File: src/hdl/usrx_regs.svh
`ifndef USRX_REGS_SVH
`define USRX_REGS_SVH
// byte offsets on the bus
`define USRX_OFS_RX_STATUS 8'h00
`define USRX_OFS_TX_STATUS 8'h04
`define USRX_OFS_BAUD      8'h08
`define USRX_OFS_TX_DATA   8'h0c
`define USRX_OFS_RX_DATA   8'h10
`define USRX_OFS_DIV_LO    8'h14
`define USRX_OFS_DIV_HI    8'h18
`define USRX_OFS_FLAGS     8'h1c
// receive_status_control fields
`define USRX_B_PORT_EN   7
`define USRX_B_NINE_RX   6
`define USRX_B_SINGLE_RX 5
`define USRX_B_CONT_RX   4
`define USRX_B_ADDR_DET  3
`define USRX_B_FRAME_ERR 2
`define USRX_B_OVERRUN   1
`define USRX_B_NINTH_RX  0
// transmit_status_control fields
`define USRX_B_CLK_SRC   7
`define USRX_B_NINE_TX   6
`define USRX_B_TX_EN     5
`define USRX_B_SYNC_MODE 4
`define USRX_B_SEND_BRK  3
`define USRX_B_HIGH_SPD  2
`define USRX_B_TX_EMPTY  1
`define USRX_B_NINTH_TX  0
// baud_control fields
`define USRX_B_RX_IDLE   6
`define USRX_B_CLK_INV   4
`define USRX_B_WIDE_DIV  3
// flag and enable register fields
`define USRX_B_RX_FLAG   0
`define USRX_B_TX_FLAG   1
`define USRX_B_RX_IE     2
`define USRX_B_TX_IE     3
`define USRX_B_PERIPH_IE 4
`define USRX_B_GLOBAL_IE 5
`define USRX_RST_BYTE    8'h00
// divisor ticks per bit, minus one
`define USRX_OVS_X64     6'h3f
`define USRX_OVS_X16     6'h0f
`define USRX_OVS_X4      6'h03
`endif

File: src/hdl/usrx_pkg.sv
package usrx_pkg;
  typedef enum logic [1:0] {
    ARX_IDLE  = 2'b00,
    ARX_START = 2'b01,
    ARX_DATA  = 2'b11,
    ARX_STOP  = 2'b10
  } usrx_arx_t;

  typedef struct packed {
    usrx_arx_t   st;
    logic [15:0] div;
    logic [5:0]  ph;
    logic [3:0]  nb;
    logic [8:0]  sh;
    logic        done, frm_err;
    logic [8:0]  data;
  } usrx_arx_state_t;

  typedef struct packed {
    logic            ack;
    logic [7:0]      rdat;
    logic            pen, nine_rx, srx_en, crx_en, addr_det, ovr;
    logic            csel, nine_tx, tx_en, sync_mode, brk, hspd, ninth_tx;
    logic            clk_inv, wide_div, rx_ie, tx_ie, per_ie, glob_ie;
    logic [7:0]      div_lo, div_hi;
    logic [8:0]      tx_buf, tx_sh, rx_sh;
    logic            tx_full, tx_busy;
    logic [3:0]      tx_cnt, rx_cnt;
    logic [1:0][9:0] fifo;
    logic            wp, rp;
    logic [1:0]      cnt;
    logic            clk_s1, clk_s2, clk_s3, dat_s1, dat_s2;
  } usrx_state_t;
endpackage

File: src/hdl/usrx_rx_if.sv
`timescale 1ns/1ps
`default_nettype none
interface usrx_rx_if;
  logic        en;
  logic        nine;
  logic [1:0]  rate_sel;
  logic [15:0] divisor;
  logic        line;
  logic        done;
  logic        frm_err;
  logic [8:0]  data;
  logic        idle;
  modport core (output en, nine, rate_sel, divisor, line, input done, frm_err, data, idle);
  modport engine (input en, nine, rate_sel, divisor, line, output done, frm_err, data, idle);
endinterface
`default_nettype wire

File: src/hdl/usrx_async_rx.sv
`timescale 1ns/1ps
`default_nettype none
module usrx_async_rx (
  input wire logic clk,
  input wire logic rst,
  usrx_rx_if.engine rx
);
  `include "usrx_regs.svh"
  usrx_pkg::usrx_arx_state_t q;
  usrx_pkg::usrx_arx_state_t next_q;
  logic [5:0] len;
  logic       tick;
  logic [3:0] last;

  always_comb begin
    next_q = q;
    next_q.done = 1'b0;
    if (rx.rate_sel == 2'b00) len = `USRX_OVS_X64;
    else if (rx.rate_sel == 2'b11) len = `USRX_OVS_X4;
    else len = `USRX_OVS_X16;
    tick = (q.div == rx.divisor);
    last = rx.nine ? 4'h8 : 4'h7;
    if (!rx.en) begin
      next_q.st = usrx_pkg::ARX_IDLE;
      next_q.div = 16'h0;
    end else begin
      next_q.div = tick ? 16'h0 : q.div + 16'h1;
      unique case (q.st)
        usrx_pkg::ARX_IDLE: if (!rx.line) begin
          next_q.st = usrx_pkg::ARX_START;
          next_q.ph = 6'h0;
          next_q.div = 16'h0;
        end
        usrx_pkg::ARX_START: if (tick) begin
          // a start edge shorter than half a bit is a glitch
          if (q.ph == (len >> 1)) begin
            next_q.st = rx.line ? usrx_pkg::ARX_IDLE : usrx_pkg::ARX_DATA;
            next_q.ph = 6'h0;
            next_q.nb = 4'h0;
          end else next_q.ph = q.ph + 6'h1;
        end
        usrx_pkg::ARX_DATA: if (tick) begin
          next_q.ph = (q.ph == len) ? 6'h0 : q.ph + 6'h1;
          if (q.ph == len) begin
            next_q.sh = {rx.line, q.sh[8:1]};
            next_q.nb = q.nb + 4'h1;
            if (q.nb == last) next_q.st = usrx_pkg::ARX_STOP;
          end
        end
        usrx_pkg::ARX_STOP: if (tick) begin
          next_q.ph = (q.ph == len) ? 6'h0 : q.ph + 6'h1;
          if (q.ph == len) begin
            next_q.done = 1'b1;
            next_q.frm_err = !rx.line;
            next_q.data = rx.nine ? q.sh : {1'b0, q.sh[8:1]};
            next_q.st = usrx_pkg::ARX_IDLE;
          end
        end
      endcase
    end
  end

  always_ff @(posedge clk) begin
    if (rst) q <= '0;
    else q <= next_q;
  end

  assign rx.done = q.done;
  assign rx.frm_err = q.frm_err;
  assign rx.data = q.data;
  assign rx.idle = (q.st == usrx_pkg::ARX_IDLE);
endmodule // usrx_async_rx
`default_nettype wire

File: src/hdl/usrx_port.sv
`timescale 1ns/1ps
`default_nettype none
module usrx_port (
  input  wire logic        clk,
  input  wire logic        rst,
  input  wire logic        wb_cyc,
  input  wire logic        wb_stb,
  input  wire logic        wb_we,
  input  wire logic [7:0]  wb_adr,
  input  wire logic [3:0]  wb_sel,
  input  wire logic [31:0] wb_dat_wr,
  output logic      [31:0] wb_dat_rd,
  output logic             wb_ack,
  input  wire logic        sync_clock_pin,
  input  wire logic        sync_data_pin_level,
  output logic             sync_data_pin_drive,
  output logic             sync_data_pin_oe_n,
  output logic             wake_request,
  output logic             interrupt_request
);
  `include "usrx_regs.svh"
  usrx_pkg::usrx_state_t q;
  usrx_pkg::usrx_state_t next_q;
  usrx_rx_if arx ();

  logic       wr, rd_pop, req;
  logic       clk_now, clk_was, fall;
  logic       stx_mode, srx_mode;
  logic       dlv, dlv_fe, keep, push;
  logic [8:0] dlv_d, rx_word;
  logic [3:0] rlast, tlast;
  logic [9:0] head;
  logic       rx_flag, tx_flag;
  logic [7:0] rd_val;

  ////////////////////////////////////////////////////////////////////
  // async receive engine
  assign arx.en = q.pen & ~q.sync_mode & q.crx_en & ~q.ovr;
  assign arx.nine = q.nine_rx;
  assign arx.rate_sel = {q.wide_div, q.hspd};
  assign arx.divisor = {q.div_hi, q.div_lo};
  assign arx.line = q.dat_s2;

  usrx_async_rx u_arx (
    .clk (clk),
    .rst (rst),
    .rx  (arx)
  );

  ////////////////////////////////////////////////////////////////////
  // mode decode and flags
  assign clk_now = q.clk_s2 ^ q.clk_inv;
  assign clk_was = q.clk_s3 ^ q.clk_inv;
  assign fall = clk_was & ~clk_now;
  // slave only: clock source must be clear, nothing drives the clock
  assign stx_mode = q.pen & q.sync_mode & ~q.csel & ~q.srx_en & ~q.crx_en & q.tx_en;
  // either receive enable picks receive; behaves as continuous
  assign srx_mode = q.pen & q.sync_mode & ~q.csel & (q.srx_en | q.crx_en);
  assign rlast = q.nine_rx ? 4'h8 : 4'h7;
  assign tlast = q.nine_tx ? 4'h8 : 4'h7;
  assign head = q.fifo[q.rp];
  assign rx_flag = (q.cnt != 2'h0);
  assign tx_flag = ~q.tx_full;
  assign req = wb_cyc & wb_stb & ~q.ack;
  assign wr = q.ack & wb_we & wb_sel[0];
  assign rd_pop = q.ack & ~wb_we & (wb_adr == `USRX_OFS_RX_DATA) & rx_flag;

  always_comb begin
    rx_word = q.rx_sh;
    rx_word[q.rx_cnt] = q.dat_s2;
    if (!q.nine_rx) rx_word[8] = 1'b0;
    dlv = arx.done | (srx_mode & ~q.ovr & fall & q.rx_cnt == rlast);
    dlv_d = arx.done ? arx.data : rx_word;
    dlv_fe = arx.done & arx.frm_err;
    // address mode drops characters with ninth bit clear
    keep = ~(q.nine_rx & q.addr_det & ~q.sync_mode & ~dlv_d[8]);
    push = dlv & keep;
  end

  ////////////////////////////////////////////////////////////////////
  // register read mux
  always_comb begin
    rd_val = 8'h00;
    unique case (wb_adr)
      `USRX_OFS_RX_STATUS: begin
        rd_val[`USRX_B_PORT_EN] = q.pen;
        rd_val[`USRX_B_NINE_RX] = q.nine_rx;
        rd_val[`USRX_B_SINGLE_RX] = q.srx_en;
        rd_val[`USRX_B_CONT_RX] = q.crx_en;
        rd_val[`USRX_B_ADDR_DET] = q.addr_det;
        rd_val[`USRX_B_FRAME_ERR] = head[9] & rx_flag;
        rd_val[`USRX_B_OVERRUN] = q.ovr;
        rd_val[`USRX_B_NINTH_RX] = head[8] & rx_flag;
      end
      `USRX_OFS_TX_STATUS: begin
        rd_val[`USRX_B_CLK_SRC] = q.csel;
        rd_val[`USRX_B_NINE_TX] = q.nine_tx;
        rd_val[`USRX_B_TX_EN] = q.tx_en;
        rd_val[`USRX_B_SYNC_MODE] = q.sync_mode;
        rd_val[`USRX_B_SEND_BRK] = q.brk;
        rd_val[`USRX_B_HIGH_SPD] = q.hspd;
        rd_val[`USRX_B_TX_EMPTY] = ~q.tx_busy;
        rd_val[`USRX_B_NINTH_TX] = q.ninth_tx;
      end
      `USRX_OFS_BAUD: begin
        rd_val[`USRX_B_RX_IDLE] = arx.idle & (q.rx_cnt == 4'h0);
        rd_val[`USRX_B_CLK_INV] = q.clk_inv;
        rd_val[`USRX_B_WIDE_DIV] = q.wide_div;
      end
      `USRX_OFS_RX_DATA: rd_val = rx_flag ? head[7:0] : 8'h00;
      `USRX_OFS_DIV_LO: rd_val = q.div_lo;
      `USRX_OFS_DIV_HI: rd_val = q.div_hi;
      `USRX_OFS_FLAGS: begin
        rd_val[`USRX_B_RX_FLAG] = rx_flag;
        rd_val[`USRX_B_TX_FLAG] = tx_flag;
        rd_val[`USRX_B_RX_IE] = q.rx_ie;
        rd_val[`USRX_B_TX_IE] = q.tx_ie;
        rd_val[`USRX_B_PERIPH_IE] = q.per_ie;
        rd_val[`USRX_B_GLOBAL_IE] = q.glob_ie;
      end
      default: rd_val = 8'h00;
    endcase
  end

  ////////////////////////////////////////////////////////////////////
  // next state
  always_comb begin
    next_q = q;
    next_q.clk_s1 = sync_clock_pin;
    next_q.clk_s2 = q.clk_s1;
    next_q.clk_s3 = q.clk_s2;
    next_q.dat_s1 = sync_data_pin_level;
    next_q.dat_s2 = q.dat_s1;
    next_q.ack = req;
    if (req) next_q.rdat = rd_val;

    // synchronous slave transmit
    if (!stx_mode) begin
      next_q.tx_busy = 1'b0;
      next_q.tx_cnt = 4'h0;
    end else if (q.tx_busy) begin
      if (fall) begin
        next_q.tx_sh = {1'b0, q.tx_sh[8:1]};
        next_q.tx_cnt = q.tx_cnt + 4'h1;
        if (q.tx_cnt == tlast) next_q.tx_busy = 1'b0;
      end
    end else if (q.tx_full) begin
      // apart from port off, the flag rises only as the buffered word moves to the shifter
      next_q.tx_sh = q.tx_buf;
      next_q.tx_busy = 1'b1;
      next_q.tx_full = 1'b0;
      next_q.tx_cnt = 4'h0;
    end

    // synchronous slave receive, sampled on the falling edge with clk_inv clear, the rising edge with it set
    if (!srx_mode || q.ovr) next_q.rx_cnt = 4'h0;
    else if (fall) begin
      next_q.rx_sh = rx_word;
      next_q.rx_cnt = (q.rx_cnt == rlast) ? 4'h0 : q.rx_cnt + 4'h1;
    end

    // two-entry receive buffer
    // slave receive counts as continuous, so it clears only with the port off or with crx_en and slave receive mode both off
    if (!q.crx_en && !srx_mode) next_q.ovr = 1'b0;
    next_q.cnt = q.cnt - {1'b0, rd_pop};
    if (rd_pop) next_q.rp = ~q.rp;
    if (push) begin
      if (q.ovr) begin
        next_q.ovr = 1'b1;
      end else if (q.cnt == 2'h2 && !rd_pop) begin
        next_q.ovr = 1'b1;
      end else begin
        next_q.fifo[q.wp] = {dlv_fe, dlv_d};
        next_q.wp = ~q.wp;
        next_q.cnt = q.cnt + 2'h1 - {1'b0, rd_pop};
      end
    end

    // register writes take effect at the acknowledging edge
    if (wr) begin
      unique case (wb_adr)
        `USRX_OFS_RX_STATUS: begin
          next_q.pen = wb_dat_wr[`USRX_B_PORT_EN];
          next_q.nine_rx = wb_dat_wr[`USRX_B_NINE_RX];
          next_q.srx_en = wb_dat_wr[`USRX_B_SINGLE_RX];
          next_q.crx_en = wb_dat_wr[`USRX_B_CONT_RX];
          next_q.addr_det = wb_dat_wr[`USRX_B_ADDR_DET];
        end
        `USRX_OFS_TX_STATUS: begin
          next_q.csel = wb_dat_wr[`USRX_B_CLK_SRC];
          next_q.nine_tx = wb_dat_wr[`USRX_B_NINE_TX];
          next_q.tx_en = wb_dat_wr[`USRX_B_TX_EN];
          next_q.sync_mode = wb_dat_wr[`USRX_B_SYNC_MODE];
          next_q.brk = wb_dat_wr[`USRX_B_SEND_BRK];
          next_q.hspd = wb_dat_wr[`USRX_B_HIGH_SPD];
          next_q.ninth_tx = wb_dat_wr[`USRX_B_NINTH_TX];
        end
        `USRX_OFS_BAUD: begin
          next_q.clk_inv = wb_dat_wr[`USRX_B_CLK_INV];
          next_q.wide_div = wb_dat_wr[`USRX_B_WIDE_DIV];
        end
        `USRX_OFS_TX_DATA: begin
          // ninth bit is taken as it stands at the data write
          next_q.tx_buf = {q.ninth_tx & q.nine_tx, wb_dat_wr[7:0]};
          next_q.tx_full = 1'b1;
        end
        `USRX_OFS_DIV_LO: next_q.div_lo = wb_dat_wr[7:0];
        `USRX_OFS_DIV_HI: next_q.div_hi = wb_dat_wr[7:0];
        `USRX_OFS_FLAGS: begin
          next_q.rx_ie = wb_dat_wr[`USRX_B_RX_IE];
          next_q.tx_ie = wb_dat_wr[`USRX_B_TX_IE];
          next_q.per_ie = wb_dat_wr[`USRX_B_PERIPH_IE];
          next_q.glob_ie = wb_dat_wr[`USRX_B_GLOBAL_IE];
        end
        default: next_q.ack = next_q.ack;
      endcase
    end

    // port off resets all transfer state but keeps configuration
    if (!q.pen) begin
      next_q.cnt = 2'h0;
      next_q.wp = 1'b0;
      next_q.rp = 1'b0;
      next_q.ovr = 1'b0;
      next_q.tx_full = 1'b0;
      next_q.tx_busy = 1'b0;
      next_q.rx_cnt = 4'h0;
    end
  end

  always_ff @(posedge clk) begin
    if (rst) q <= '0;
    else q <= next_q;
  end

  ////////////////////////////////////////////////////////////////////
  // outputs
  assign wb_dat_rd = {24'h000000, q.rdat};
  assign wb_ack = q.ack;
  assign sync_data_pin_drive = q.tx_sh[0];
  assign sync_data_pin_oe_n = ~(stx_mode & q.tx_busy);
  // sleep has no effect here: the slave runs from the master's clock
  assign wake_request = q.per_ie & ((q.rx_ie & rx_flag) | (q.tx_ie & tx_flag));
  assign interrupt_request = wake_request & q.glob_ie;
endmodule // usrx_port
`default_nettype wire

File: config.mk
export PLATFORM = sky130hd
export DESIGN_NAME = usrx_port
export DESIGN_NICKNAME = d
export VERILOG_FILES = /design/src/hdl/usrx_pkg.sv /design/src/hdl/usrx_rx_if.sv /design/src/hdl/usrx_async_rx.sv /design/src/hdl/usrx_port.sv
export VERILOG_INCLUDE_DIRS = /design/src /design/src/hdl
export SDC_FILE = /design/constraint.sdc
export NUM_CORES = 1
export LEC_CHECK = 0
export BUFFER_PORTS_ARGS = -buffer_cell sky130_fd_sc_hd__buf_2
export CORE_MARGIN = 2
export CORE_UTILIZATION = 45
export DETAILED_ROUTE_END_ITERATION = 12
export PLACE_DENSITY = 0.66
export SLEW_MARGIN = 20
export SYNTH_ARGS = -nofsm -noshare
export SYNTH_HDL_FRONTEND = slang
export SYNTH_SLANG_ARGS = --single-unit
File: constraint.sdc
create_clock -name clk -period 2.7 [get_ports clk]
set_input_delay 0.27 -clock clk [delete_from_list [all_inputs] [get_ports clk]]
set_output_delay 0.27 -clock clk [all_outputs]
set_load 0.02 [all_outputs]
* Word-level counts from Yosys, hierarchy flattened
Index checks and enable logic that the tools add are counted.
** Word-level totals
- Register bits after elaboration :: 158
- Input bits :: 51
- Output and inout bits :: 37
- Word-level logic and storage cells :: 249
** Cells by class
- Add/subtract/negate cells :: 8
- Order comparisons :: 5
- Equal/unequal tests :: 27
- Multiplexer cells :: 62
- Bitwise operators :: 61
- Reductions and logical operators :: 38
** Operators with widths (count)
- 9-bit two-way mux :: 5
- 10-bit two-way mux :: 4
- 1-bit AND :: 34
- 8-bit by 5-bit equality test with 1-bit output (second input constant) :: 4
- 16-bit two-way mux :: 2
- 24-bit two-way mux :: 1
- 6-bit two-way mux :: 4
- 6-bit case mux with 4 select lines :: 1
- 2-bit two-way mux :: 11
- 1-bit inverter :: 22
- 20-bit bitwise mux :: 1
- 4-bit two-way mux :: 5
- 19-bit two-way mux :: 1
- 3-bit case mux with 6 select lines :: 1
- 2-bit AND reduction :: 9
- 16-bit by 1-bit adder with 16-bit output (second input constant) :: 1
- 16-bit equality test :: 1
- 8-bit by 4-bit equality test with 1-bit output (second input constant) :: 2
- 2-bit by 1-bit != test with 1-bit output (second input constant) :: 8
- 5-bit two-way mux :: 3
- 2-bit case mux with 7 select lines :: 1
- 13-bit two-way mux :: 1
- 4-bit by 1-bit adder with 4-bit output (second input constant) :: 3
- 4-bit equality test :: 3
- other kinds (40) :: 73

* Longest topological paths before layout
- Depth after elaboration :: 12
- Gate-level depth with buffers :: 11
- Gate-level depth less buffers :: 8

* Cells and area by module
A second synthesis with hierarchy kept.
** Second synthesis, totals
- Cells, all modules :: 951
- Area, all modules :: 8368.0 µm²
** By module, submodules not included
- usrx_port :: times used 1, cells each 656, area each 5720.5 µm², sequential area each 2202.1 µm²
- usrx_async_rx :: times used 1, cells each 295, area each 2647.5 µm², sequential area each 960.9 µm²

* Least setup slack after synthesis
Ideal clock, no wire load.
- Path kind :: register to register
- From :: register q[29] (netlist bit)
- To :: register q[11] (netlist bit)
- Setup time :: 0.115 ns
- Arrival :: 2.045 ns
- Required time :: 2.585 ns
- Path slack :: 0.540 ns
- Stages on the path, launching flop included :: 12
- Buffers on the path :: 3
- Clock period less this slack :: 2.160 ns
- Cell sequence :: dfxtp_1 > inv_1 > ha_1 > clkbuf_1 > and4b_1 > a211oi_1 > o21ai_1 > and4_1 > buf_6 > buf_6 > nand2_1 > o21ai_2
** Between the ends
- Word-level cells in the longest chain between the ends :: 12
- Elaborated cells on any way between the ends :: 17
- Classes of those cells :: 2 x order compare; 1 x eq/ne; 6 x mux; 6 x bitwise; 2 x reduce/logical
** Ends and longest elaborated chain
- start, declared :: line usrx_port.sv:22 : usrx_pkg::usrx_state_t q;
- start signal, assigned :: line usrx_port.sv:233 : else q <= next_q;
- 4-bit by 5-bit less-than comparator with 1-bit output (implied by the code) / 4-bit by 1-bit greater-or-equal comparator with 1-bit output (equally long branches) :: line usrx_port.sv:70 : rx_word[q.rx_cnt] = q.dat_s2;
- 1-bit logical AND (implied by the code) :: line usrx_port.sv:70
- 1-bit two-way mux (implied by the code) :: line usrx_port.sv:70
- 1-bit demux with 4-bit select :: line usrx_port.sv:70
- 9-bit bitwise mux :: line usrx_port.sv:70
- 1-bit two-way mux :: line usrx_port.sv:71 : if (!q.nine_rx) rx_word[8] = 1'b0;
- 9-bit two-way mux :: line usrx_port.sv:73 : dlv_d = arx.done ? arx.data : rx_word;
- 1-bit inverter :: line usrx_port.sv:76 : keep = ~(q.nine_rx & q.addr_det & ~q.sync_mode & ~dlv_d[8]);
- 1-bit AND :: line usrx_port.sv:76
- 1-bit inverter :: line usrx_port.sv:76
- 1-bit AND :: line usrx_port.sv:77 : push = dlv & keep;
- 3-bit AND reduction (no line)
Parallel ways exist; a longest one is shown, timed or not.
A chain may end at the register's enable or synchronous reset.

* Worst setup path in the final report
- From :: register q[29] (netlist bit)
- To :: register q[17] (netlist bit)
The elaborated chain is that of the path after synthesis.

==> out/metrics.yaml <==
status: "complete, no violations"
drt-total-wl_um: 19100
grt_pass1_vias: 6114
grt_max_degree: 74
cp.arrival_ns: 2.81
fillers: 1713
utilization_pct: 50.5
io_pins: 88
synthArstFlopShare_pct: 0
setup_viol: 0
htreeDepth: 4
cts.sinks: 158
wl_met1_um: 8940
yosys_register_bits: 158
placementRows: 49
pre_cts_ws_ns: 0.261
die_w_um: 139
nets: 1001
ys_seq_area_share_pct: 38.9
mostFrequentLayoutCells: "158 x dfxtp_1, 112 x nor2_1, 80 x nand2_1"
synth_area_leaders: "dfxtp_1 39%, mux2i_1 8.4%, nor2_1 5.2%"
pwr_density_cell_nw_per_um2: 552
top_layer: "met4"
dp_cells: 1149
die_y_um: 139
drt_iter0_markers: 558
max_stage_delay_ns: 0.49
cts_tree: "yes"
hpwl_um: 13200
crit_buf_inv: 2
clock_skew_ns: 0.00850
ir_drop_v: 0.000466
areaGrowthSynthToFinish_pct: 10.7
core_sq_um: 17800
slew_violations: 0
dieArea_sq_um: 19200
grt_usage_pct: 20.3
path_max_fanout: 17
synth_top_area_share_pct: 38.9
vias: 6597
drc: 0
yosys_warnings: 0
synth_top_area_cell: "dfxtp_1"
syn-cell-area_sq_um: 8140
hold_buffers: 0
start_util_pct: 45.6
drv_cap: 0
cp_top_family: "simple AND/OR/NAND/NOR gates"
critical_path_class: "reg2reg"
gp_congestion: 0.859
hold_ws_ns: 0.0487
dpl_cell_area_sq_um: 8410
end_kind: "flip-flop"
clk_pin_slew_worst_paths_ns: 0.06
slew_headroom_pct: 52.7
synth_cell_types: 77
path_cells: "inv_1, ha_1, nand3b_1, a211oi_1, o21ai_1, and4_1, buf_4, mux2i_1"
drive_gt1_share_pct: 13.2
ctsLongestPathBuffers: 2
diodes: 0
final_antenna_net_count: 0
worst_pin_slew_ns: 0.709
grt-ovfl-total: 0
syn_inst: 923
rrSetupSlack_ns: 0.24
setup_ws_ns: 0.242
met3_length_um: 1080
hold_violations: 0
numPortBuffers: 36
min_period_ns: 2.46
clock.fmax_mhz: 407
syn_avg_cell_area_sq_um: 8.82
root_buffer: "clkbuf_16"
stdcell_count: 1179
wire_per_inst_um: 16.2
synth_edf_count: 0
antenna_found_initial: 0
insertion_delay_ns: 0.43
final_cell_area_sq_um: 9010
fin_crit_sh_pct: 91.0
worst_setup_path_start_kind: "flip-flop"
required_ns: 3.05
vias_per_cell: 5.60
p_leak_nw: 3.40
power_mw: 4.97
post_cts_resized: 0
firstDrtPassIters: 5
dr_wl_met2_um: 8700
rsz0062_at_grt: "no"
critPathSlowestCell: "dfxtp_1"
fin_tns_setup_ns: 0
hp-class: "in2reg"
ys_dominant_reg_cell: "dfxtp_1"
final_common_cell: "dfxtp_1"
grt_pass1_wl_um: 31600
numCtsBuffers: 17
final cells by class:
cell class              count  area (sq um)  area share (%)
inverters                  16          60.1           0.667
clock buffers              20           437            4.85
multi-input cells         685          4530            50.2
flip-flops and latches    158          3160            35.1
clock inverters             9           145            1.61
well taps                 229           287            3.18
repair buffers             62           390            4.33
layer usage:
| metal | vias to the layer above | track usage (%) |
|---|---|---|
| met3 | 33 | 4.43 |
| met2 | 198 | 31.1 |
| met5 | - | 0 |
| met4 | 0 | 7.36 |
| met1 | 3101 | 28.2 |
| li1 | 3265 | - |
Yosys cell counts, types with 11 or more instances:
master	count
nand3_1	40
xnor2_1	31
nor2b_1	20
dfxtp_1	158
a311oi_1	12
buf_4	35
inv_1	16
and2_1	11
nand4_1	17
o21ai_0	15
a21oi_1	35
nand2_1	80
mux2i_1	68
nor2_1	112
a211oi_1	22
nand2b_1	17
nand3b_1	15
clkbuf_1	39
nor3_1	16
and3_1	11
final timing paths:
check | start | to | cells after the start
worst max-delay path | q[29]$_SDFFE_PP0N_ | q[17]$_SDFFE_PP0P_ | 8
worst min-delay path | sync_data_pin_level | next_q[0]$_SDFF_PP0_ | 2
worst max register to register | q[29]$_SDFFE_PP0N_ | q[17]$_SDFFE_PP0P_ | 8
worst min register to register | next_q[0]$_SDFF_PP0_ | arx.line$_SDFF_PP0_ | 1
worst reg2reg max path: stages (launching register included):
cell and delay, ns:
dfxtp_1 0.49, inv_1 0.11, ha_1 0.34, nand3b_1 0.20, a211oi_1 0.09, o21ai_1 0.32
and4_1 0.32, buf_4 0.28, mux2i_1 0.24
where the power goes:
group	switching, mW	total [mW]	internal (mW)	leakage, nW
Combinational	0.140	0.190	0.0500	1.84
Sequential	0.00574	2.35	2.34	1.27
Clock	0.914	2.43	1.52	0.289
flip-flops by register name, summed over array words and instances (netlist names):
signal               count
arx.divisor             16
wb_ack                   1
u_arx.rx.done            1
arx.line                 1
u_arx.q                 37
wb_dat_rd                8
sync_data_pin_drive      1
arx.nine                 1
arx.rate_sel             2
q                       77
u_arx.rx.data            9
u_arx.rx.frm_err         1
next_q                   3
timing repair:
| action | in CTS | in global routing |
|---|---|---|
| setup buffers | 0 | 1 |
| setup endpoints to repair | 0 | 5 |
| endpoints found under the hold margin | 0 | 0 |
logic make-up (layout without fill, tap and decap cells):
family | after synthesis | after routing | synth area share, %
AOI/OAI and AO/OA | 165 | 165 | 15.8
xor gates and xnor gates | 41 | 41 | 4.41
DFF | 158 | 158 | 38.9
muxes | 75 | 75 | 9.60
buffers and inverters | 103 | 107 | 6.69
and+or+nand+nor | 370 | 370 | 23.1
adders and majority gates | 10 | 10 | 1.54
other | 1 | 24 | 0.0461
Power figures use the tool's default switching activity.
